==> src/pulse_home_jog_consts.vh <==
/*
 * constants for the home return / jog pulse unit: timing counts, field codes.
 * assumes a 200 MHz system clock; included by the unit's design files.
 */
`ifndef PULSE_HOME_JOG_CONSTS_VH
`define PULSE_HOME_JOG_CONSTS_VH

`define CLK_HZ 200000000
`define MS_CYCLES 200000
`define HALF_MS_CYCLES 100000
`define STEP_UNIT_30_MS 16'd30
`define STEP_UNIT_60_MS 16'd60
`define STEPS_30 8'd30
`define STEPS_60 8'd60
`define CLEAR_TIME_MAX 8'd100
`define FREQ_RANGE0_MAX 32'd9800
`define FREQ_RANGE12_MAX 32'd100000
`define FREQ_RANGE0_LOW_HZ_X2 32'd3
`define FREQ_RANGE0_MIN 32'd1
`define FREQ_RANGE1_MIN 32'd48
`define FREQ_RANGE2_MIN 32'd191
`define OUT_CW_CCW 2'd0
`define OUT_PD_REVON 2'd2
`define OUT_PD_FWDON 2'd3
`define HOME_TYPE1 1'b0
`define HOME_TYPE2 1'b1

`endif

==> src/pulse_train_home_jog_unit.v <==
/*
 * pulse_train_home_jog_unit: home return with trapezoid ramp and jog output for two channels' pin map.
 * assumes controller logic presents a steady parameter set and pulses the start strobes;
 * home and near-home pins are asynchronous and are synchronised here.
 */
`timescale 1ns/1ps
`include "pulse_home_jog_consts.vh"

// How it works
// home done clears elapsed count to zero
// controller keeps ramp time above steps*1000/f0
// ramp time rounded up to step unit
// controller keeps ramp time in legal range
// frequency codes select legal hertz ranges
// controller keeps ramped initial speed under 30kHz
// clear output lasts programmed 0.5..100 ms
// clear output on pin 2 or 5
// controller picks quarter duty above 50 Hz
// quarter duty recommended for ranges 1, 2
// type one accepts home input anytime
// type two waits for deceleration end
// pulse out, near-home slows, home stops
// controller enables near-home via control word
// plain jog runs while trigger held
// target jog stops at absolute target
// no-count jog ignores target value
// controller gives target on correct side
// controller keeps first counting jog under 30kHz
// channel pins: forward on 0/3, reverse 1/4
// controller stops jog via control word
// elapsed count signed 32-bit two words
// controller pulses 0x10 then 0 to enable
// ramp frequency in equal steps
module pulse_train_home_jog_unit #(
	parameter MS_CYC = `MS_CYCLES,
	parameter HALF_MS_CYC = `HALF_MS_CYCLES
) (
	input wire clk,
	input wire srst,
	input wire channelSel,
	input wire homeStart,
	input wire jogTrigger,
	input wire forceStop,
	input wire nearHomeEnable,
	input wire homeType,
	input wire sixtySteps,
	input wire quarterDuty,
	input wire [1:0] freqRange,
	input wire [1:0] outMethod,
	input wire reverseDir,
	input wire jogTargetMode,
	input wire [31:0] initSpeed,
	input wire [31:0] maxSpeed,
	input wire [15:0] rampTimeMs,
	input wire [7:0] clearTimeSet,
	input wire [31:0] jogSpeed,
	input wire [31:0] targetValue,
	input wire loadElapsed,
	input wire [31:0] elapsedLoadValue,
	input wire homePin,
	input wire nearHomePin,
	output reg [5:0] outPins_r,
	output reg [15:0] elapsedLow_r,
	output reg [15:0] elapsedHigh_r,
	output reg busy_r,
	output reg homeDone_r
);
	localparam ST_IDLE = 3'd0;
	localparam ST_ACCEL = 3'd1;
	localparam ST_CRUISE = 3'd2;
	localparam ST_DECEL = 3'd3;
	localparam ST_CREEP = 3'd4;
	localparam ST_CLEAR = 3'd5;
	localparam ST_JOG = 3'd6;

	reg [2:0] state_r;
	reg [2:0] state_nxt;
	reg [1:0] homeSync_r;
	reg [1:0] nearSync_r;
	reg nearArmed_r;
	reg [31:0] elapsed_r;
	reg [31:0] curFreq_r;
	reg [31:0] stepSize_r;
	reg [7:0] stepCount_r;
	reg [31:0] stepTimer_r;
	reg [31:0] stepCycles_r;
	reg [31:0] clearTimer_r;
	reg jogHold_r;
	reg pulseRun;
	reg [31:0] pulseFreq;
	wire pulseLevel;
	wire pulseDone;

	// the step unit in ms equals the step count, so one step lasts rounded time / steps ms
	function [15:0] round_ramp;
		input [15:0] t;
		input sixty;
		reg [15:0] unit;
		reg [15:0] q;
		begin
			unit = sixty ? `STEP_UNIT_60_MS : `STEP_UNIT_30_MS;
			q = (t + unit - 16'd1) / unit;
			if (q == 16'h0)
				q = 16'h1;
			round_ramp = q * unit;
		end
	endfunction

	// pin slots: role 0 forward, 1 reverse, 2 clear; channel 2 sits three pins up
	function [2:0] pin_slot;
		input ch;
		input [1:0] role;
		begin
			pin_slot = ch ? 3'd3 + {1'b0, role} : {1'b0, role};
		end
	endfunction

	// clamp into the range code's limits
	function [31:0] clamp_freq;
		input [31:0] f;
		input [1:0] range;
		begin
			if (range == 2'd0 && f > `FREQ_RANGE0_MAX)
				clamp_freq = `FREQ_RANGE0_MAX;
			else if (range == 2'd0 && f < `FREQ_RANGE0_MIN)
				clamp_freq = `FREQ_RANGE0_MIN;
			else if (range != 2'd0 && f > `FREQ_RANGE12_MAX)
				clamp_freq = `FREQ_RANGE12_MAX;
			else if (range == 2'd2 && f < `FREQ_RANGE2_MIN)
				clamp_freq = `FREQ_RANGE2_MIN;
			else if (range != 2'd0 && f < `FREQ_RANGE1_MIN)
				clamp_freq = `FREQ_RANGE1_MIN;
			else
				clamp_freq = f;
		end
	endfunction

	wire homeSeen = homeSync_r[1];
	wire nearSeen = nearSync_r[1] && nearArmed_r;
	wire [7:0] steps = sixtySteps ? `STEPS_60 : `STEPS_30;
	wire [31:0] initF = clamp_freq(initSpeed, freqRange);
	wire [31:0] maxF = clamp_freq(maxSpeed, freqRange);
	wire [15:0] rampRounded = round_ramp(rampTimeMs, sixtySteps);
	wire [31:0] clearCycles = (clearTimeSet == 8'h0) ? HALF_MS_CYC :
		((clearTimeSet > `CLEAR_TIME_MAX) ? `CLEAR_TIME_MAX : clearTimeSet) * MS_CYC;
	wire countDown = reverseDir;
	wire stepTick = (stepTimer_r + 32'd1 >= stepCycles_r);

	// two flops before any reader; only the second stage is used
	always @(posedge clk) begin
		if (srst) begin
			homeSync_r <= 2'h0;
			nearSync_r <= 2'h0;
		end else begin
			homeSync_r <= {homeSync_r[0], homePin};
			nearSync_r <= {nearSync_r[0], nearHomePin};
		end
	end

	always @* begin
		state_nxt = state_r;
		pulseRun = 1'b0;
		pulseFreq = curFreq_r;
		case (state_r)
			ST_IDLE: begin
				if (homeStart)
					state_nxt = ST_ACCEL;
				else if (jogTrigger && !jogHold_r)
					state_nxt = ST_JOG;
			end
			ST_ACCEL, ST_CRUISE: begin
				pulseRun = 1'b1;
				// type one takes home at any point of the run
				if (homeSeen && homeType == `HOME_TYPE1)
					state_nxt = ST_CLEAR;
				// near-home starts the slowdown
				else if (nearSeen)
					state_nxt = ST_DECEL;
				else if (state_r == ST_ACCEL && stepTick && stepCount_r + 8'd1 >= steps)
					state_nxt = ST_CRUISE;
			end
			ST_DECEL: begin
				pulseRun = 1'b1;
				if (homeSeen && homeType == `HOME_TYPE1)
					state_nxt = ST_CLEAR;
				else if (stepTick && stepCount_r + 8'd1 >= steps)
					state_nxt = ST_CREEP;
			end
			ST_CREEP: begin
				pulseRun = 1'b1;
				// type two only listens once the slowdown is over
				if (homeSeen)
					state_nxt = ST_CLEAR;
			end
			ST_CLEAR: begin
				// clear output held for the programmed time
				if (clearTimer_r + 32'd1 >= clearCycles)
					state_nxt = ST_IDLE;
			end
			ST_JOG: begin
				pulseFreq = clamp_freq(jogSpeed, freqRange);
				pulseRun = 1'b1;
				// output only while the trigger is held
				if (!jogTrigger)
					state_nxt = ST_IDLE;
				// target mode ends on match; R17: otherwise target unused
				else if (jogTargetMode && elapsed_r == targetValue)
					state_nxt = ST_IDLE;
			end
			default: state_nxt = ST_IDLE;
		endcase
		if (forceStop && state_r != ST_CLEAR)
			state_nxt = ST_IDLE;
	end

	// the generator restarts at every state change, so each phase begins on a fresh period
	pulse_rate_gen pulse_rate_gen_inst (
		.clk(clk),
		.srst(srst),
		.run(pulseRun && state_nxt == state_r),
		.freqHz(pulseFreq),
		.rangeCode0(freqRange == 2'd0),
		.quarterDuty(quarterDuty),
		.pulseLevel_r(pulseLevel),
		.pulseDone_r(pulseDone)
	);

	always @(posedge clk) begin
		if (srst) begin
			state_r <= ST_IDLE;
			nearArmed_r <= 1'b0;
			elapsed_r <= 32'h0;
			curFreq_r <= 32'h0;
			stepSize_r <= 32'h0;
			stepCount_r <= 8'h0;
			stepTimer_r <= 32'h0;
			stepCycles_r <= 32'h1;
			clearTimer_r <= 32'h0;
			jogHold_r <= 1'b0;
			outPins_r <= 6'h0;
			elapsedLow_r <= 16'h0;
			elapsedHigh_r <= 16'h0;
			busy_r <= 1'b0;
			homeDone_r <= 1'b0;
		end else begin
			state_r <= state_nxt;
			homeDone_r <= 1'b0;
			stepTimer_r <= stepTick ? 32'h0 : stepTimer_r + 32'd1;
			if (state_r == ST_IDLE && state_nxt == ST_ACCEL) begin
				curFreq_r <= initF;
				// equal frequency steps over the ramp
				stepSize_r <= (maxF > initF) ? (maxF - initF) / steps : 32'h0;
				// step length from the rounded ramp time
				stepCycles_r <= (rampRounded / steps) * MS_CYC;
				stepCount_r <= 8'h0;
				stepTimer_r <= 32'h0;
			end else if (state_nxt != state_r) begin
				stepCount_r <= 8'h0;
				stepTimer_r <= 32'h0;
			end else if (stepTick && (state_r == ST_ACCEL || state_r == ST_DECEL)) begin
				stepCount_r <= stepCount_r + 8'd1;
				curFreq_r <= (state_r == ST_ACCEL) ? curFreq_r + stepSize_r :
					((curFreq_r > initF + stepSize_r) ? curFreq_r - stepSize_r : initF);
			end
			if (state_r == ST_CRUISE && state_nxt == ST_CRUISE)
				curFreq_r <= maxF;
			clearTimer_r <= (state_r == ST_CLEAR) ? clearTimer_r + 32'd1 : 32'h0;
			if (loadElapsed && state_r == ST_IDLE)
				elapsed_r <= elapsedLoadValue;
			else if (pulseDone)
				elapsed_r <= countDown ? elapsed_r - 32'd1 : elapsed_r + 32'd1;
			// home completion zeroes the elapsed count
			if (state_r == ST_CLEAR && state_nxt == ST_IDLE) begin
				elapsed_r <= 32'h0;
				homeDone_r <= 1'b1;
				nearArmed_r <= 1'b0;
			end
			// a re-arm in the completing cycle wins over the disarm
			if (nearHomeEnable)
				nearArmed_r <= 1'b1;
			// a stop while the trigger is held stays until release, so it cannot restart
			if (!jogTrigger)
				jogHold_r <= 1'b0;
			else if (state_r == ST_JOG && state_nxt == ST_IDLE)
				jogHold_r <= 1'b1;
			// signed value kept as two 16-bit words
			elapsedLow_r <= elapsed_r[15:0];
			elapsedHigh_r <= elapsed_r[31:16];
			busy_r <= (state_nxt != ST_IDLE);
			// CW/CCW puts forward on 0/3, reverse on 1/4; the pulse/direction methods put pulses on 0/3, direction on 1/4
			outPins_r <= 6'h0;
			if (outMethod == `OUT_CW_CCW) begin
				outPins_r[pin_slot(channelSel, {1'b0, reverseDir})] <= pulseLevel;
			end else begin
				outPins_r[pin_slot(channelSel, 2'd0)] <= pulseLevel;
				outPins_r[pin_slot(channelSel, 2'd1)] <= (outMethod == `OUT_PD_REVON) ? reverseDir : !reverseDir;
			end
			// clear signal on pin 2 or pin 5
			if (state_nxt == ST_CLEAR)
				outPins_r[pin_slot(channelSel, 2'd2)] <= 1'b1;
		end
	end
endmodule

==> src/pulse_rate_gen.v <==
/*
 * pulse_rate_gen: turns a frequency in hertz into a pulse train with 50% or 25% on width.
 * assumes freq is held steady by the caller between updates; one clock, sync reset.
 */
`timescale 1ns/1ps
`include "pulse_home_jog_consts.vh"

module pulse_rate_gen #(
	parameter CLK_FREQ = `CLK_HZ
) (
	input wire clk,
	input wire srst,
	input wire run,
	input wire [31:0] freqHz,
	input wire rangeCode0,
	input wire quarterDuty,
	output reg pulseLevel_r,
	output reg pulseDone_r
);
	reg [31:0] acc_r;
	reg [1:0] phase_r;
	reg [32:0] sum;
	reg [31:0] effFreq;

	// setting 1 in range 0 means 1.5 Hz, so the accumulator runs at 1.5 times the 1 Hz rate
	always @* begin
		if (rangeCode0 && freqHz == 32'd1)
			effFreq = `FREQ_RANGE0_LOW_HZ_X2;
		else
			effFreq = {freqHz[30:0], 1'b0};
		sum = {1'b0, acc_r} + {effFreq, 1'b0};
	end

	// four phases per period give both duty settings from one accumulator
	always @(posedge clk) begin
		if (srst) begin
			acc_r <= 32'h0;
			phase_r <= 2'h0;
			pulseLevel_r <= 1'b0;
			pulseDone_r <= 1'b0;
		end else begin
			pulseDone_r <= 1'b0;
			if (!run) begin
				acc_r <= 32'h0;
				phase_r <= 2'h0;
				pulseLevel_r <= 1'b0;
			end else if (sum >= CLK_FREQ) begin
				acc_r <= sum[31:0] - CLK_FREQ;
				phase_r <= phase_r + 2'h1;
				pulseLevel_r <= quarterDuty ? (phase_r == 2'h3) : phase_r[1] ^ 1'b1 ? 1'b0 : 1'b1;
				if (phase_r == 2'h3)
					pulseDone_r <= 1'b1;
			end else begin
				acc_r <= sum[31:0];
			end
		end
	end
endmodule

==> config.mk <==
export PLATFORM = sky130hd
export DESIGN_NAME = pulse_train_home_jog_unit
export DESIGN_NICKNAME = d
export VERILOG_FILES = /design/src/pulse_train_home_jog_unit.v /design/src/pulse_rate_gen.v
export VERILOG_INCLUDE_DIRS = /design/src
export SDC_FILE = /design/constraint.sdc
export NUM_CORES = 2
export LEC_CHECK = 0
export BUFFER_PORTS_ARGS = -buffer_cell sky130_fd_sc_hd__buf_2
export CAP_MARGIN = 20
export CORE_UTILIZATION = 45
export DETAILED_ROUTE_END_ITERATION = 7
export GPL_TIMING_DRIVEN = 0
export MAX_ROUTING_LAYER = met4
export PLACE_DENSITY_LB_ADDON = 0.3
export SYNTH_ARGS = -nofsm -noshare
export SYNTH_HDL_FRONTEND = slang
export SYNTH_SLANG_ARGS = --single-unit
export TNS_END_PERCENT = 20
==> constraint.sdc <==
create_clock -name clk -period 75.5 [get_ports clk]
set_input_delay 15.1 -clock clk [delete_from_list [all_inputs] [get_ports clk]]
set_output_delay 15.1 -clock clk [all_outputs]
set_load 0.03 [all_outputs]
# Yosys cells after proc, flatten, opt, wreduce, memory -nomap -nowiden
# Index checks and enable logic that the tools add are counted.
[totals] reg_bits=280
[op_classes] add_sub_neg=15 multipliers=3 div_mod_pow=3 n_lt_le_gt_ge=30 eq_ne=18 n_mux=70 bitwise=8 n_reduce_logical=59
[ops] op="two-way mux 32 bit" count=28
[ops] op="adder 32 x 1 -> 32 bit, second input constant" count=3
[ops] op="greater-than comparator 32 x 14 -> 1 bit, second input constant" count=3
[ops] op="greater-than comparator 32 x 17 -> 1 bit, second input constant" count=3
[ops] op="< comparator 32 x 1 -> 1 bit, second input constant" count=3
[ops] op="< comparator 32 x 6 -> 1 bit, second input constant" count=3
[ops] op="< comparator 32 x 8 -> 1 bit, second input constant" count=3
[ops] op="adder 32 bit" count=2
[ops] op="greater-than comparator 32 bit" count=2
[ops] op="subtractor 32 bit" count=2
[ops] op="two-way mux 3 bit" count=15
[ops] op="logical AND 1 bit" count=35
[ops] op="adder 32 x 33 -> 33 bit" count=1
[ops] op="greater-or-equal comparator 33 x 28 -> 1 bit, second input constant" count=1
[ops] op="divider 16 x 8 -> 32 bit" count=1
[ops] op="divider 32 x 8 -> 32 bit" count=1
[ops] op="== test 32 x 1 -> 1 bit, second input constant" count=1
[ops] op="== test 32 bit" count=1
[ops] op="greater-or-equal comparator 32 x 26 -> 1 bit" count=1
[ops] op="greater-or-equal comparator 32 bit" count=1
[ops] op="multiplier 32 x 12 -> 26 bit, second input constant" count=1
[ops] op="subtractor 32 x 1 -> 32 bit, second input constant" count=1
[ops] op="subtractor 32 x 28 -> 32 bit, second input constant" count=1
[ops] op="two-way mux 6 bit" count=5
[ops] op="other kinds (46)" count=88

# Longest topological paths before layout
[logic_depth] ltp_word=15 depth_mapped=243

# Cells and area by module
# A second synthesis with hierarchy kept.
[hier_totals] cells_unflattened=7206 area_unflattened_um2=52308.9
[by_module_without_submodules] module="pulse_train_home_jog_unit" n_inst=1 cells_per_inst=6690 area_per_inst_um2=48377.6 seq_area_each_um2=4804.6
[by_module_without_submodules] module="pulse_rate_gen" n_inst=1 cells_per_inst=516 area_per_inst_um2=3931.3 seq_area_each_um2=700.7

# Worst setup path after synthesis
# No wires, ideal clock.
[synth_timing] path_kind="in2reg" startpoint="in initSpeed[0]" endpoint="reg stepSize_r[0]" setup_ps=147 arrival_time_ps=63184 required_ps=75353 slack_ps=12169 stages=233 cell_sequence="or3_1 a211o_1 a211o_1 a311o_1 nand2_1 a31oi_1 clkbuf_1 nor3_1 inv_1 fa_1 a21o_1 a221oi_2 o41ai_1 and4b_1 nor3_2 nor2_2 ha_1 nor2_1 (+197 left out) a311o_1 nand2_1 a21oi_1 xnor2_1 ha_1 nand2_1 o211ai_1 or4_1 nor2_2 nor2_1 xnor2_1 ha_1 a211oi_1 nand4_1 a2111oi_0 o2111ai_1 a2111oi_2 a41oi_1"
[synth_via] elab_chain_cells=10
[synth_lines] element="start: declaration" line="pulse_train_home_jog_unit.v:52" source="input wire [31:0] initSpeed,"
[synth_lines] element="< comparator 32 x 6 -> 1 bit (no line)"
[synth_lines] element="logical AND 1 bit (no line)"
[synth_lines] element="two-way mux 32 bit" line="pulse_train_home_jog_unit.v:131" source="else if (range != 2'd0 && f < `FREQ_RANGE1_MIN)"
[synth_lines] element="two-way mux 32 bit" line="pulse_train_home_jog_unit.v:129" source="else if (range == 2'd2 && f < `FREQ_RANGE2_MIN)"
[synth_lines] element="two-way mux 32 bit" line="pulse_train_home_jog_unit.v:127" source="else if (range != 2'd0 && f > `FREQ_RANGE12_MAX)"
[synth_lines] element="two-way mux 32 bit" line="pulse_train_home_jog_unit.v:125" source="else if (range == 2'd0 && f < `FREQ_RANGE0_MIN)"
[synth_lines] element="two-way mux 32 bit (*)" line="pulse_train_home_jog_unit.v:123" source="if (range == 2'd0 && f > `FREQ_RANGE0_MAX)"
[synth_lines] element="subtractor 32 bit" line="pulse_train_home_jog_unit.v:252" source="stepSize_r <= (maxF > initF) ? (maxF - initF) / steps : 32'h0;"
[synth_lines] element="divider 32 x 8 -> 32 bit" line="pulse_train_home_jog_unit.v:252"
[synth_lines] element="two-way mux 32 bit (*)" line="pulse_train_home_jog_unit.v:252"
[synth_lines] element="end signal: assignment" line="pulse_train_home_jog_unit.v:252"
[synth_lines] element="end: declaration" line="pulse_train_home_jog_unit.v:83" source="reg [31:0] stepSize_r;"
# Every way passes the cells marked *; elsewhere a longest branch is shown, timed or not.
# A chain may end at the register's enable or synchronous reset.

# Worst setup path in the final report
[layout_timing] startpoint="in maxSpeed[2]" endpoint="reg stepSize_r[0]"
[layout_via] elab_chain_cells=10
[layout_lines] element="start: declaration" line="pulse_train_home_jog_unit.v:53" source="input wire [31:0] maxSpeed,"
[layout_lines] element="< comparator 32 x 6 -> 1 bit (no line)"
[layout_lines] element="logical AND 1 bit (no line)"
[layout_lines] element="two-way mux 32 bit" line="pulse_train_home_jog_unit.v:131"
[layout_lines] element="two-way mux 32 bit" line="pulse_train_home_jog_unit.v:129"
[layout_lines] element="two-way mux 32 bit" line="pulse_train_home_jog_unit.v:127"
[layout_lines] element="two-way mux 32 bit" line="pulse_train_home_jog_unit.v:125"
[layout_lines] element="two-way mux 32 bit (*)" line="pulse_train_home_jog_unit.v:123"
[layout_lines] element="subtractor 32 bit" line="pulse_train_home_jog_unit.v:252"
[layout_lines] element="divider 32 x 8 -> 32 bit" line="pulse_train_home_jog_unit.v:252"
[layout_lines] element="two-way mux 32 bit (*)" line="pulse_train_home_jog_unit.v:252"
# Marks and branches as above.

==> metrics.cfg <==
[floorplanning]
core_um2=114700
dieArea_um2=117200
die_y_um=342.4
rows=124
die_w_um=342.4
floorplan.initialDensity_pct=45.47
num_io_pins=243

[drt]
vias=55311
drc=39
dr.pass1.iters=8
drtIter0Drc=4364
routedWlPerCell_um=18.70
routed_via_density=6.153
finalWirelength_um=168100
antenna_left=0

[global_routing]
grt_max_degree=53
grt_pass1_vias=51780
grt_antenna_before_repair=17
track_usage_pct=28.23
grt_pass1_wl_um=270100
grt_overflow=0

[clock_network]
clock_latency_ns=0.55
cts_buffers=34
clockRootBuffer=clkbuf_16
cts_tree=built
cts-htree-levels=2
clk_pin_slew_ns=0.06
cts_hold_buf=0
cts.sinks=275
clockBufferDepth=3

[sta]
min_period_over_period_pct=95.39
worst_slew_pin_slew_ns=1.040
fin_worst_skew_ns=0.01876
min_period_ns=72.02
worst_slack_ns=3.478
slew_headroom_pct=30.05
hold_viol_final=0
report.final.slew_viol_count=0
finalSetupViolCount=0
clock.fmax_mhz=13.88

[synth]
ys_async_sr_fraction_pct=0
synthFlopType=dfxtp_1
netlist_instances=7101
ys_warn_count=0
yosysTopAreaCell=ha_1
synth_area_per_cell_um2=7.342
synth-edff-count=0
yosys-top-cells-area=ha_1, dfxtp_1, xnor2_1
ys_seq_elements=275
yosysMostFrequentCell=nor2_1
synth_top_area_share_pct=13.18
synthesis.area_um2=52130
synth.distinct_cells=162
synthTopCellsByCount=nor2_1, ha_1, a21oi_1, nand2_1, inv_1
synth_seq_area_share_pct=10.56

[place]
place_ws_ns=0.4322
io_buffers=240
place_congestion=0.9703
dp_cells=8902
dp_hpwl_um=138500
placed_area_um2=55430

[critical_path]
cp-end-kind=flop
required_ns=75.90
critPathSlowestCell=or4_1
cp.arrival_ns=72.42
r2r_cells=47
cp_common_cell=ha_1
startpoint_type=input port
critPathMaxStageDelay_ns=0.71
critPathMaxFanout=12
crit_type=in2reg

[layout]
drive_gt1_share_pct=9.279
fin_cells=8989
post-route-util_pct=49.64
nets=8262
design_area_um2=56910
syn_to_final_growth_pct=9.170

[run_status]
failed_checks=design-rule violations
status=finished with violations

[worst_hold_path]
whs_path_depth=1
hp-class=reg2reg

[job]
cap_violations=0

-- worst paths after layout --
path,from,end,slack [ns]
hold reg to reg,homeSync_r[0],homeSync_r[1],0.46
hold / removal,homeSync_r[0],homeSync_r[1],0.46
setup reg to reg,state_r[2],pulse_rate_gen_inst.acc_r[23],66.00
setup / recovery,maxSpeed[2],stepSize_r[0],3.48
-- critical path: cells and delay by family --
family / cells / cell delay (ns)
adder cells (fa/ha/maj): 30 / 9.28
buffers and inverters: 29 / 5.67
multiplexers: 4 / 1.14
XOR/XNOR: 10 / 2.26
AO/OA/AOI/OAI: 73 / 19.16
AND/OR/NAND/NOR: 88 / 19.60
-- repair_timing --
| action | 4_1_cts | 5_1_grt |
|---|---|---|
| buffers inserted | 0 | 6 |
| hold endpoints to repair | 0 | 0 |
| endpoints found under the setup margin | 0 | 3 |
| resized for setup | 0 | 33 |
-- per-stage QoR --
stage	TNS, ns	hold WS, ns
3_5_place_dp	0	0.4291
4_1_cts	0	0.4569
2_1_floorplan	0	0.4138
6_report	0	0.4585
5_1_grt	-0.03082	0.4818
3_3_place_gp	0	0.4238
-- area by class of cell --
class | instances | area, um^2
Tap cell | 1512 | 1892
Sequential cell | 275 | 5505
Timing Repair Buffer | 253 | 1299
Buffer | 224 | 1124
Clock inverter | 18 | 281.5
Antenna cell | 19 | 47.55
Clock buffer | 43 | 934.6
Fill cell | 11387 | 57740
Inverter | 478 | 1794
Multi-Input combinational cell | 6167 | 44040
-- cells in the final DEF (no fill, tap or decap), types with 120 or more instances in the layout --
master	synthesis	layout
nor2_1	710	708
ha_1	549	548
a21oi_1	517	514
nand2_1	486	485
inv_1	476	476
xnor2_1	370	369
o21ai_0	295	295
dfxtp_1	275	275
buf_2	25	266
nor3_1	196	193
nand3_1	192	192
xor2_1	165	165
o21bai_1	155	155
nor2b_1	150	150
clkbuf_1	135	136
a21o_1	120	120
-- sequential cells by signal, indices dropped and copies added (netlist names), 2 cells and up --
register / flops
clearTimer_r: 32
curFreq_r: 32
elapsed_r: 32
stepTimer_r: 32
pulse_rate_gen_inst.acc_r: 31
stepSize_r: 28
stepCycles_r: 27
elapsedHigh_r: 16
elapsedLow_r: 16
stepCount_r: 8
outPins_r: 6
state_r: 3
homeSync_r: 2
nearSync_r: 2
pulse_rate_gen_inst.phase_r: 2
-- metal layers --
layer  vias up  GRT usage [%]  share of wire (%)
met5         -              -                  0
met4         0          6.817                2.4
met3       298          2.830                6.5
met2      1962          46.75                 46
met1     25964          36.64                 45
li1      27087              -                  -
-- cells by family (layout without fill, tap and decap cells) --
| family | after synthesis | after routing | share of synthesized area [%] |
|---|---|---|---|
| muxes | 130 | 130 | 2.568 |
| DFF | 275 | 275 | 10.56 |
| and+or+nand+nor | 2611 | 2611 | 25.95 |
| xor gates and xnor gates | 535 | 535 | 8.988 |
| buffers and inverters | 704 | 1016 | 5.614 |
| adders and majority gates | 635 | 635 | 16.31 |
| AOI/OAI and AO/OA | 2209 | 2209 | 30.00 |
| other | 2 | 66 | 0.01441 |
Power is left out: the tool's default activity adds up to more than one toggle a clock period on the data nets, which glitch-free logic cannot reach.
